`config.mk`:
```
export PLATFORM = sky130hd
export DESIGN_NAME = dea_access_ctrl
export DESIGN_NICKNAME = d
export VERILOG_FILES = /design/src/pkg/dea_pkg.sv /design/src/verilog/dea_nvm_array.sv /design/src/verilog/dea_write_timer.sv /design/src/verilog/dea_access_ctrl.sv
export VERILOG_INCLUDE_DIRS = /design/src /design/src/pkg
export SDC_FILE = /design/constraint.sdc
export NUM_CORES = 1
export LEC_CHECK = 0
export ABC_CLOCK_PERIOD_IN_PS = 3900
export BUFFER_PORTS_ARGS = -buffer_cell sky130_fd_sc_hd__buf_2
export CAP_MARGIN = 10
export CORE_UTILIZATION = 62
export CTS_BUF_LIST = sky130_fd_sc_hd__clkbuf_16
export CTS_CLUSTER_SIZE = 10
export DETAILED_ROUTE_END_ITERATION = 10
export GPL_TIMING_DRIVEN = 0
export PLACE_DENSITY = 0.8
export RECOVER_POWER = 50
export SLEW_MARGIN = 10
export SYNTH_ARGS = -nofsm -noshare
export SYNTH_HDL_FRONTEND = slang
export SYNTH_SLANG_ARGS = --single-unit
```
`constraint.sdc`:
```
create_clock -name clk -period 3.9 [get_ports clk]
set_input_delay 0.195 -clock clk [delete_from_list [all_inputs] [get_ports clk]]
set_output_delay 0.195 -clock clk [all_outputs]
set_load 0.01 [all_outputs]
```
`src/pkg/dea_map.svh`:
```
// Named constants for the data EEPROM access controller: offsets, bit positions, resets, timing.
// Assumes inclusion by bare name from the design files; holds definitions only.
`ifndef DEA_MAP_SVH
`define DEA_MAP_SVH

// Avalon byte offsets of the directly reached registers (one aligned word each).
`define DEA_OFF_ADDRESS      8'h00
`define DEA_OFF_DATA         8'h04
`define DEA_OFF_PTR_LOW      8'h08
`define DEA_OFF_PTR_HIGH     8'h0C
`define DEA_OFF_INDIRECT     8'h10
`define DEA_OFF_STATUS       8'h14

// Pointer values that select the control register through the indirect port.
`define DEA_CTRL_PTR_LOW     8'h40
`define DEA_CTRL_PTR_HIGH    8'h01

// Control register bit positions.
`define DEA_CTRL_READ_START  0
`define DEA_CTRL_READ_PERMIT 1
`define DEA_CTRL_WRITE_START 2
`define DEA_CTRL_WRITE_PERM  3

// Status register bit positions.
`define DEA_STAT_DONE        0
`define DEA_STAT_MF          1
`define DEA_STAT_FAIL        2
`define DEA_STAT_BUSY        3

// Reset values.
`define DEA_RST_BYTE         8'h00
`define DEA_RST_ADDR         6'h00
`define DEA_RST_WORD         32'h0000_0000

// Storage geometry.
`define DEA_DEPTH            64
`define DEA_ADDR_W           6
`define DEA_DATA_W           8

// Timing: system clock rate, read cycle length in clocks, write cycle time in microseconds.
`define DEA_CLK_HZ           10000000
`define DEA_US_PER_S         1000000
`define DEA_READ_CYCLES      2
`define DEA_WRITE_TIME_US    2000

`endif

```
`src/pkg/dea_pkg.sv`:
```
// Types shared by the data EEPROM access controller.
// Assumes nothing beyond a SystemVerilog compiler; constants live in dea_map.svh.
package dea_pkg;

  // Cycle sequencer states.
  typedef enum logic [1:0] {
    DEA_IDLE,
    DEA_READING,
    DEA_WRITING
  } dea_state_t;

endpackage : dea_pkg

```
`src/verilog/dea_nvm_array.sv`:
```
// Byte storage of the data EEPROM, held in flip-flops and addressed by an index.
// Assumes one clock; the write strobe is a single-cycle pulse from the sequencer.
`timescale 1ns/1ps
`include "dea_map.svh"

module dea_nvm_array #(
  parameter int DEPTH  = `DEA_DEPTH,
  parameter int ADDR_W = `DEA_ADDR_W,
  parameter int DATA_W = `DEA_DATA_W
) (
  // Clock.
  input  wire logic              clk,
  // Read side.
  input  wire logic [ADDR_W-1:0] rd_addr,
  output logic      [DATA_W-1:0] rd_data,
  // Write side.
  input  wire logic              wr_en,
  input  wire logic [ADDR_W-1:0] wr_addr,
  input  wire logic [DATA_W-1:0] wr_data
);

  // Every index of the address field must name a cell.
  if (DEPTH != (1 << ADDR_W)) begin : g_bad_depth
    $error("dea_nvm_array: DEPTH must equal 2**ADDR_W");
  end

  // Storage is not reset: the contents are meant to survive a reset.
  logic [DATA_W-1:0] mem [DEPTH];

  // Read path is a plain selection.
  assign rd_data = mem[rd_addr];

  // Write one cell.
  always_ff @(posedge clk) begin
    if (wr_en) begin
      mem[wr_addr] <= wr_data;
    end
  end

endmodule // dea_nvm_array

```
`src/verilog/dea_write_timer.sv`:
```
// Write cycle timer: a microsecond enable divider and a tick counter.
// Assumes a single-cycle start pulse and an abort level from the sequencer.
`timescale 1ns/1ps
`include "dea_map.svh"

module dea_write_timer #(
  parameter int TICK_CYCLES = `DEA_CLK_HZ / `DEA_US_PER_S,
  parameter int TIME_US     = `DEA_WRITE_TIME_US
) (
  // Clock and reset.
  input  wire logic clk,
  input  wire logic reset,
  // Control.
  input  wire logic start,
  input  wire logic abort,
  // Status.
  output logic      busy,
  output logic      done
);

  // Counters are 16 bits wide.
  if (TICK_CYCLES < 1 || TICK_CYCLES > 65535 || TIME_US < 1 || TIME_US > 65535) begin : g_bad
    $error("dea_write_timer: counts must lie in 1..65535");
  end

  localparam logic [15:0] TICK_LAST = 16'(TICK_CYCLES - 1);
  localparam logic [15:0] TIME_LAST = 16'(TIME_US - 1);

  logic [15:0] div_cnt;
  logic [15:0] us_cnt;
  wire         tick = busy && (div_cnt == TICK_LAST);

  // Done is a pulse on the last microsecond tick.
  assign done = tick && (us_cnt == TIME_LAST) && !abort;

  // Divider restarts with each cycle so every write lasts the full time.
  always_ff @(posedge clk or posedge reset) begin
    if (reset) begin
      busy    <= 1'b0;
      div_cnt <= 16'h0000;
      us_cnt  <= 16'h0000;
    end else if (start) begin
      busy    <= 1'b1;
      div_cnt <= 16'h0000;
      us_cnt  <= 16'h0000;
    end else if (abort || done) begin
      busy    <= 1'b0;
    end else if (busy) begin
      div_cnt <= tick ? 16'h0000 : div_cnt + 16'h0001;
      us_cnt  <= tick ? us_cnt + 16'h0001 : us_cnt;
    end
  end

endmodule // dea_write_timer

```
`src/verilog/dea_access_ctrl.sv`:
```
// Data EEPROM access controller: Avalon-MM register slave, cycle sequencer, flags.
// Assumes a single 10 MHz clock, an asynchronous active-high reset and inputs
// synchronous to that clock; low power and service requests come from the core.
//
// What this block does
// - Low-power entry during a cycle makes it fail; core waits for busy to drop.
// - Control register is reached via indirect port with pointers 40h low, 01h high.
// - Control bit 1 permits reads, bit 0 starts a read.
// - Control bit 3 permits writes, bit 2 starts a write.
// - Read start bit stays high while a read cycle runs.
// - Write start bit stays high for the whole write cycle.
// - Writing zero to the control register clears both permit bits.
// - After a read ends the data register holds the fetched byte.
// - Hardware clears start bits at cycle end; start needs its permit already set.
// - Storage is 64 bytes; address bits 7 and 6 read as zero.
// - A finished write sets the done flag and the multi-function flag.
// - Control bits reset to zero; write length comes from an internal timer.
`timescale 1ns/1ps
`include "dea_map.svh"

module dea_access_ctrl #(
  parameter int READ_CYCLES   = `DEA_READ_CYCLES,
  parameter int WRITE_TIME_US = `DEA_WRITE_TIME_US
) (
  // Clock and reset.
  input  wire logic        clk,
  input  wire logic        reset,
  // Avalon-MM slave.
  input  wire logic [7:0]  avs_address,
  input  wire logic        avs_read,
  input  wire logic        avs_write,
  input  wire logic [31:0] avs_writedata,
  input  wire logic [3:0]  avs_byteenable,
  output logic      [31:0] avs_readdata,
  output logic             avs_waitrequest,
  // Core side.
  input  wire logic        low_power_request,
  input  wire logic        mf_serviced,
  output logic             nvm_busy,
  output logic             program_done_flag,
  output logic             mf_request_flag,
  output logic             op_failed_flag
);

  // The read counter is eight bits wide.
  if (READ_CYCLES < 1 || READ_CYCLES > 255) begin : g_bad_read
    $error("dea_access_ctrl: READ_CYCLES must lie in 1..255");
  end

  localparam logic [7:0] READ_LAST = 8'(READ_CYCLES - 1);

  // ------------------------------------------------------------------
  // Register state.
  // ------------------------------------------------------------------
  logic [`DEA_ADDR_W-1:0] nvm_address_reg;
  logic [`DEA_DATA_W-1:0] nvm_data_reg;
  logic [7:0]             pointer_low;
  logic [7:0]             pointer_high;
  logic                   program_permit;
  logic                   fetch_permit;
  logic                   phase;
  logic [7:0]             read_cnt;
  logic [`DEA_ADDR_W-1:0] wr_addr_hold;
  logic [`DEA_DATA_W-1:0] wr_data_hold;
  dea_pkg::dea_state_t    state;
  dea_pkg::dea_state_t    next_state;

  // ------------------------------------------------------------------
  // Bus handshake: one wait state per access, so read data can come
  // from a flip-flop loaded in the first cycle.
  // ------------------------------------------------------------------
  wire bus_req    = avs_read || avs_write;
  wire bus_accept = bus_req && phase;
  wire rd_load    = avs_read && !phase;
  wire wr_take    = avs_write && phase && avs_byteenable[0];
  wire [7:0] wbyte = avs_writedata[7:0];

  assign avs_waitrequest = bus_req && !phase;

  // Address decode.
  wire sel_address = (avs_address == `DEA_OFF_ADDRESS);
  wire sel_data    = (avs_address == `DEA_OFF_DATA);
  wire sel_ptr_lo  = (avs_address == `DEA_OFF_PTR_LOW);
  wire sel_ptr_hi  = (avs_address == `DEA_OFF_PTR_HIGH);
  wire sel_ind     = (avs_address == `DEA_OFF_INDIRECT);
  wire sel_status  = (avs_address == `DEA_OFF_STATUS);

  // The indirect port reaches the control register only at the one pointer value.
  wire ctrl_hit = (pointer_low == `DEA_CTRL_PTR_LOW) && (pointer_high == `DEA_CTRL_PTR_HIGH);

  // Control register write strobes and field views.
  wire ctrl_wr      = wr_take && sel_ind && ctrl_hit;
  wire w_rd_start   = wbyte[`DEA_CTRL_READ_START];
  wire w_wr_start   = wbyte[`DEA_CTRL_WRITE_START];
  wire both_start   = w_rd_start && w_wr_start;
  wire ctrl_take    = ctrl_wr && !both_start;

  // A start needs its permit already set and an idle sequencer.
  wire start_read  = ctrl_take && w_rd_start && fetch_permit && (state == dea_pkg::DEA_IDLE);
  wire start_write = ctrl_take && w_wr_start && program_permit
                     && (state == dea_pkg::DEA_IDLE);

  // Start bits read back as the sequencer state.
  wire read_start_bit  = (state == dea_pkg::DEA_READING);
  wire write_start_bit = (state == dea_pkg::DEA_WRITING);

  // Low power entry kills any cycle in progress.
  wire abort = low_power_request && (state != dea_pkg::DEA_IDLE);

  // ------------------------------------------------------------------
  // Storage and timer.
  // ------------------------------------------------------------------
  wire [`DEA_DATA_W-1:0] array_rd_data;
  wire                   timer_done;
  wire                   read_end = (state == dea_pkg::DEA_READING) && (read_cnt == READ_LAST)
                                    && !abort;
  wire                   write_end = (state == dea_pkg::DEA_WRITING) && timer_done;

  dea_nvm_array #(
    .DEPTH  (`DEA_DEPTH),
    .ADDR_W (`DEA_ADDR_W),
    .DATA_W (`DEA_DATA_W)
  ) u_array (
    .clk     (clk),
    .rd_addr (nvm_address_reg),
    .rd_data (array_rd_data),
    .wr_en   (write_end),
    .wr_addr (wr_addr_hold),
    .wr_data (wr_data_hold)
  );

  // The write length is owned by the timer, not by the bus.
  dea_write_timer #(
    .TICK_CYCLES (`DEA_CLK_HZ / `DEA_US_PER_S),
    .TIME_US     (WRITE_TIME_US)
  ) u_timer (
    .clk   (clk),
    .reset (reset),
    .start (start_write),
    .abort (abort),
    .busy  (),
    .done  (timer_done)
  );

  // ------------------------------------------------------------------
  // Sequencer next state.
  // ------------------------------------------------------------------
  always_comb begin
    next_state = state;
    unique case (state)
      dea_pkg::DEA_IDLE: begin
        if (start_read) begin
          next_state = dea_pkg::DEA_READING;
        end else if (start_write) begin
          next_state = dea_pkg::DEA_WRITING;
        end
      end
      dea_pkg::DEA_READING: begin
        if (read_end || abort) begin
          next_state = dea_pkg::DEA_IDLE;
        end
      end
      dea_pkg::DEA_WRITING: begin
        if (write_end || abort) begin
          next_state = dea_pkg::DEA_IDLE;
        end
      end
      // The fourth code is illegal; falling back to idle recovers from it.
      default: begin
        next_state = dea_pkg::DEA_IDLE;
      end
    endcase
  end

  // Sequencer state and read length counter.
  always_ff @(posedge clk or posedge reset) begin
    if (reset) begin
      state    <= dea_pkg::DEA_IDLE;
      read_cnt <= 8'h00;
    end else begin
      state    <= next_state;
      read_cnt <= (state == dea_pkg::DEA_READING) ? read_cnt + 8'h01 : 8'h00;
    end
  end

  // Address and data of a write are frozen at its start, so software
  // touching them mid-cycle cannot corrupt the stored byte.
  always_ff @(posedge clk or posedge reset) begin
    if (reset) begin
      wr_addr_hold <= `DEA_RST_ADDR;
      wr_data_hold <= `DEA_RST_BYTE;
    end else if (start_write) begin
      wr_addr_hold <= nvm_address_reg;
      wr_data_hold <= nvm_data_reg;
    end
  end

  // ------------------------------------------------------------------
  // Software registers.
  // ------------------------------------------------------------------

  // Address register keeps only the six implemented bits.
  always_ff @(posedge clk or posedge reset) begin
    if (reset) begin
      nvm_address_reg <= `DEA_RST_ADDR;
    end else if (wr_take && sel_address) begin
      nvm_address_reg <= wbyte[`DEA_ADDR_W-1:0];
    end
  end

  // The fetched byte wins over a software write landing in the same cycle.
  always_ff @(posedge clk or posedge reset) begin
    if (reset) begin
      nvm_data_reg <= `DEA_RST_BYTE;
    end else if (read_end) begin
      nvm_data_reg <= array_rd_data;
    end else if (wr_take && sel_data) begin
      nvm_data_reg <= wbyte;
    end
  end

  // Memory pointers reset to zero, which keeps the control register out of reach.
  always_ff @(posedge clk or posedge reset) begin
    if (reset) begin
      pointer_low  <= `DEA_RST_BYTE;
      pointer_high <= `DEA_RST_BYTE;
    end else if (wr_take && sel_ptr_lo) begin
      pointer_low  <= wbyte;
    end else if (wr_take && sel_ptr_hi) begin
      pointer_high <= wbyte;
    end
  end

  // Permit bits follow every control write that does not set both start bits; a zero write clears both.
  // Clearing a permit does not stop a cycle that is already running.
  always_ff @(posedge clk or posedge reset) begin
    if (reset) begin
      program_permit <= 1'b0;
      fetch_permit   <= 1'b0;
    end else if (ctrl_take) begin
      program_permit <= wbyte[`DEA_CTRL_WRITE_PERM];
      fetch_permit   <= wbyte[`DEA_CTRL_READ_PERMIT];
    end
  end

  // ------------------------------------------------------------------
  // Flags: set wins over clear for each of them.
  // ------------------------------------------------------------------
  wire stat_wr    = wr_take && sel_status;
  wire clr_done   = stat_wr && wbyte[`DEA_STAT_DONE];
  wire clr_fail   = stat_wr && wbyte[`DEA_STAT_FAIL];

  always_ff @(posedge clk or posedge reset) begin
    if (reset) begin
      program_done_flag <= 1'b0;
      mf_request_flag   <= 1'b0;
      op_failed_flag    <= 1'b0;
    end else begin
      program_done_flag <= write_end || (program_done_flag && !clr_done);
      mf_request_flag   <= write_end || (mf_request_flag && !mf_serviced);
      op_failed_flag    <= abort || (op_failed_flag && !clr_fail);
    end
  end

  // The core must not enter a low power mode while this is high.
  assign nvm_busy = (state != dea_pkg::DEA_IDLE);

  // ------------------------------------------------------------------
  // Read mux; unmapped offsets and a closed indirect port read zero.
  // ------------------------------------------------------------------
  wire [7:0] ctrl_value = {4'h0, program_permit, write_start_bit, fetch_permit, read_start_bit};
  wire [7:0] stat_value = {4'h0, nvm_busy, op_failed_flag, mf_request_flag, program_done_flag};
  wire [7:0] ind_value  = ctrl_hit ? ctrl_value : `DEA_RST_BYTE;
  wire [7:0] rd_byte    = sel_address ? {2'b00, nvm_address_reg} :
                          sel_data    ? nvm_data_reg :
                          sel_ptr_lo  ? pointer_low :
                          sel_ptr_hi  ? pointer_high :
                          sel_ind     ? ind_value :
                          sel_status  ? stat_value : `DEA_RST_BYTE;

  // Handshake phase and registered read data.
  always_ff @(posedge clk or posedge reset) begin
    if (reset) begin
      phase        <= 1'b0;
      avs_readdata <= `DEA_RST_WORD;
    end else begin
      phase        <= bus_req && !phase && !bus_accept;
      if (rd_load) begin
        avs_readdata <= {24'h00_0000, rd_byte};
      end
    end
  end

endmodule // dea_access_ctrl

```
==> qor.csv <==
metric,value,unit
Core Box Area,39900,sq um
LEAKAGE,8.69,nW
Clock Pin Slew Worst Setup and Hold Paths,0.06,ns
"Slew Viols, Final",327,
f_max,259,MHz
IO Pins,87,
CTS root buf,clkbuf_16,
RSZ-0062 raised after global routing,true,
CTS tree,done,
DR vias,15400,
sequential share of the synthesized area,0.710,
vias per inst,6.91,
slack of the critical path,0.0416,ns
"setup slack, reg-to-reg",0.04,ns
GRT Resource Usage Total,0.330,
CTS Buffer Depth,3,
yosys warns,0,
worst path required time,4.11,ns
ys async rst share,0.165,
Die Area,41500,sq um
die width,204,um
Area Overhead vs Synth,13.3,%
nature of the critical path startpoint,flip-flop,
initial antenna violation count,2,
final std cells w/o fill,2233,
Synth cell types,64,
Std-Cell Rows,73,
Layout fillers,2377,
Yosys top cell area share,0.610,
Final Hold Vio Count,0,
delay of the slowest critical-path stage,0.65,ns
power density over the cells,464,nW/um^2
Worst VDD drop,0.387,mV
final WL,66600,um
most frequent cells after synthesis,"edfxtp_1 (512), nor2_1 (118), dfrtp_1 (101)",
Clock Skews,0.0274,ns
"count leader, synth",edfxtp_1,
Cells after Synth,1525,
DRT antenna net count,0,
Final HPWL DP,42500,um
Hold Crit Class,primary input to flip-flop,
Crit path arrival time,4.07,ns
synthesized area,25200,sq um
Initial Util,0.631,
Worst R2R Path Depth,9,
WHS Path Cells,2,
biggest regs,"u_array.mem x512, u_timer.div_cnt x16, u_timer.us_cnt x16",
status,"finished, violations left",
final core occ,0.716,
DR pass1 iterations,8,
WL/cell,29.8,um
"Slowest-stage cell, CP",nor2_2,
mean area per synthesized cell,16.5,sq um
clk_lat worst skew,0.60,ns
Yosys top cell by area,edfxtp_1,
DR iter-0 viols,2344,
crit path max fanout,8,
pre-CTS WS,0.0155,ns
largest reg by FF count,u_array.mem,
Die H,204,um
failing checks,"capacitance limit, slew limit",
share of cells above drive strength 1,0.218,
Final setup viols,0,
fin crit share,0.989,
RD Place Congestion,0.915,
nets,1729,
Setup crit end,u_array.mem[36][4],
TritonCTS Buffers,72,
first-pass GRT wire length,97400,um
CTS sink cnt,613,
Post-synth EDFFs,512,
H-tree depth,3,
Setup CP Type,flip-flop to flip-flop,
Period minus WS final,3.86,ns
largest net degree at the start of global routing,54,
synthesis-stage register bit count,613,
I/O Buffers,32,
Critical R2R Launch,u_timer.div_cnt[1],
number of global-route vias before repair,15300,
Critical Path Sink Type,flip-flop,
Slew headroom,-0.566,
CP startpoint,u_timer.div_cnt[1],
max-cap violations,7,
total global routing overflow,0,
worst path cell trace,inv_1 > ha_1 > nor4b_1 > and4_1 > clkbuf_1 > nand4b_1 > nor2_1 > nand2_1 > nor2_2,
Most used DFF post-synth,edfxtp_1,
max reg flops,512,
R2R Path End,u_array.mem[36][4],
Placed Cells,2114,
Synth area leaders,"edfxtp_1 (61%), dfrtp_1 (10%), mux4_2 (8.9%)",
# DRC,0,
Worst-Margin Slew,2.34,ns
## where the power goes
group	total, mW	internal (mW)	switching [mW]
logic	0.217	0.0739	0.144
clock network	6.00	3.52	2.48
registers	7.03	7.02	0.00888
## cells by family after synthesis
kind of cell,synth area share
xor gates and xnor gates,0.00660
adders and majority gates,0.00248
muxes,0.137
AOI/OAI and AO/OA,0.0466
buffers and inverters,0.0220
other,0.000149
and+or+nand+nor,0.0745
DFF,0.710
## through the flow
step	power [mW]	setup TNS, ns	cell area, sq um	hold WS, ns
final	13.2	0	28600	0.0804
after CTS	13.3	-0.791	28500	0.0452
after global routing	13.5	-9.84	28600	0.0961
after global placement	7.36	-14.39	26100	0.380
after floorplan	7.28	0	25300	0.291
after detailed placement	7.36	0	26300	0.343
## layer usage
metal / routed length, um / vias to the layer above / track usage
met5: 0 / - / 0
met4: 3340 / 0 / 0.161
met3: 8070 / 260 / 0.0959
met2: 31100 / 1217 / 0.506
met1: 24200 / 7689 / 0.437
li1: - / 6271 / -
## critical path: cells and delay by family, from the launching register on
kind | cells | cell delay [ns]
adder cells (fa/ha/maj) | 1 | 0.14
flip-flops | 1 | 0.40
buffers and inverters | 2 | 0.38
AND/OR/NAND/NOR | 6 | 2.54
## final cells by class
cell class	instances	area, sq um	share of cell area
flip-flops and latches	613	17900	0.627
multi-input cells	818	7050	0.247
clock buffers	76	1900	0.0666
well taps	525	657	0.0230
plain buffers	101	494	0.0173
repair buffers	52	337	0.0118
clock inverters	30	158	0.00552
inverters	16	61.3	0.00215
diodes	2	5.00	0.000175
## timing repair
item                                    CTS  global route
resized for setup                         2            73
endpoints found under the setup margin   40           453
hold buffers                             11             0
endpoints found under the hold margin    73             0
buffers inserted                          0             0
## worst min path at each step
stage          slack, ns                  to              from
6_report            0.08  nvm_address_reg[0]  avs_writedata[0]
5_1_grt              0.1  nvm_address_reg[0]  avs_writedata[0]
4_1_cts             0.05   program_done_flag  avs_writedata[0]
3_5_place_dp        0.34     pointer_high[4]             reset
3_3_place_gp        0.38     mf_request_flag       mf_serviced
2_1_floorplan       0.29     mf_request_flag       mf_serviced
## placed cells by master, fill, tap and decap left out, types with 24 or more instances in the layout
cell,count
o21ai_0,31
clkbuf_1,53
conb_1,24
mux4_2,100
clkbuf_16,76
inv_1,39
nor2_2,56
a21oi_1,25
mux2_2,41
buf_2,50
nor2_1,54
nand3_1,47
mux2i_1,75
edfxtp_1,512
dfrtp_1,101
nand2_1,88
buf_4,24
Power figures use the tool's default switching activity.
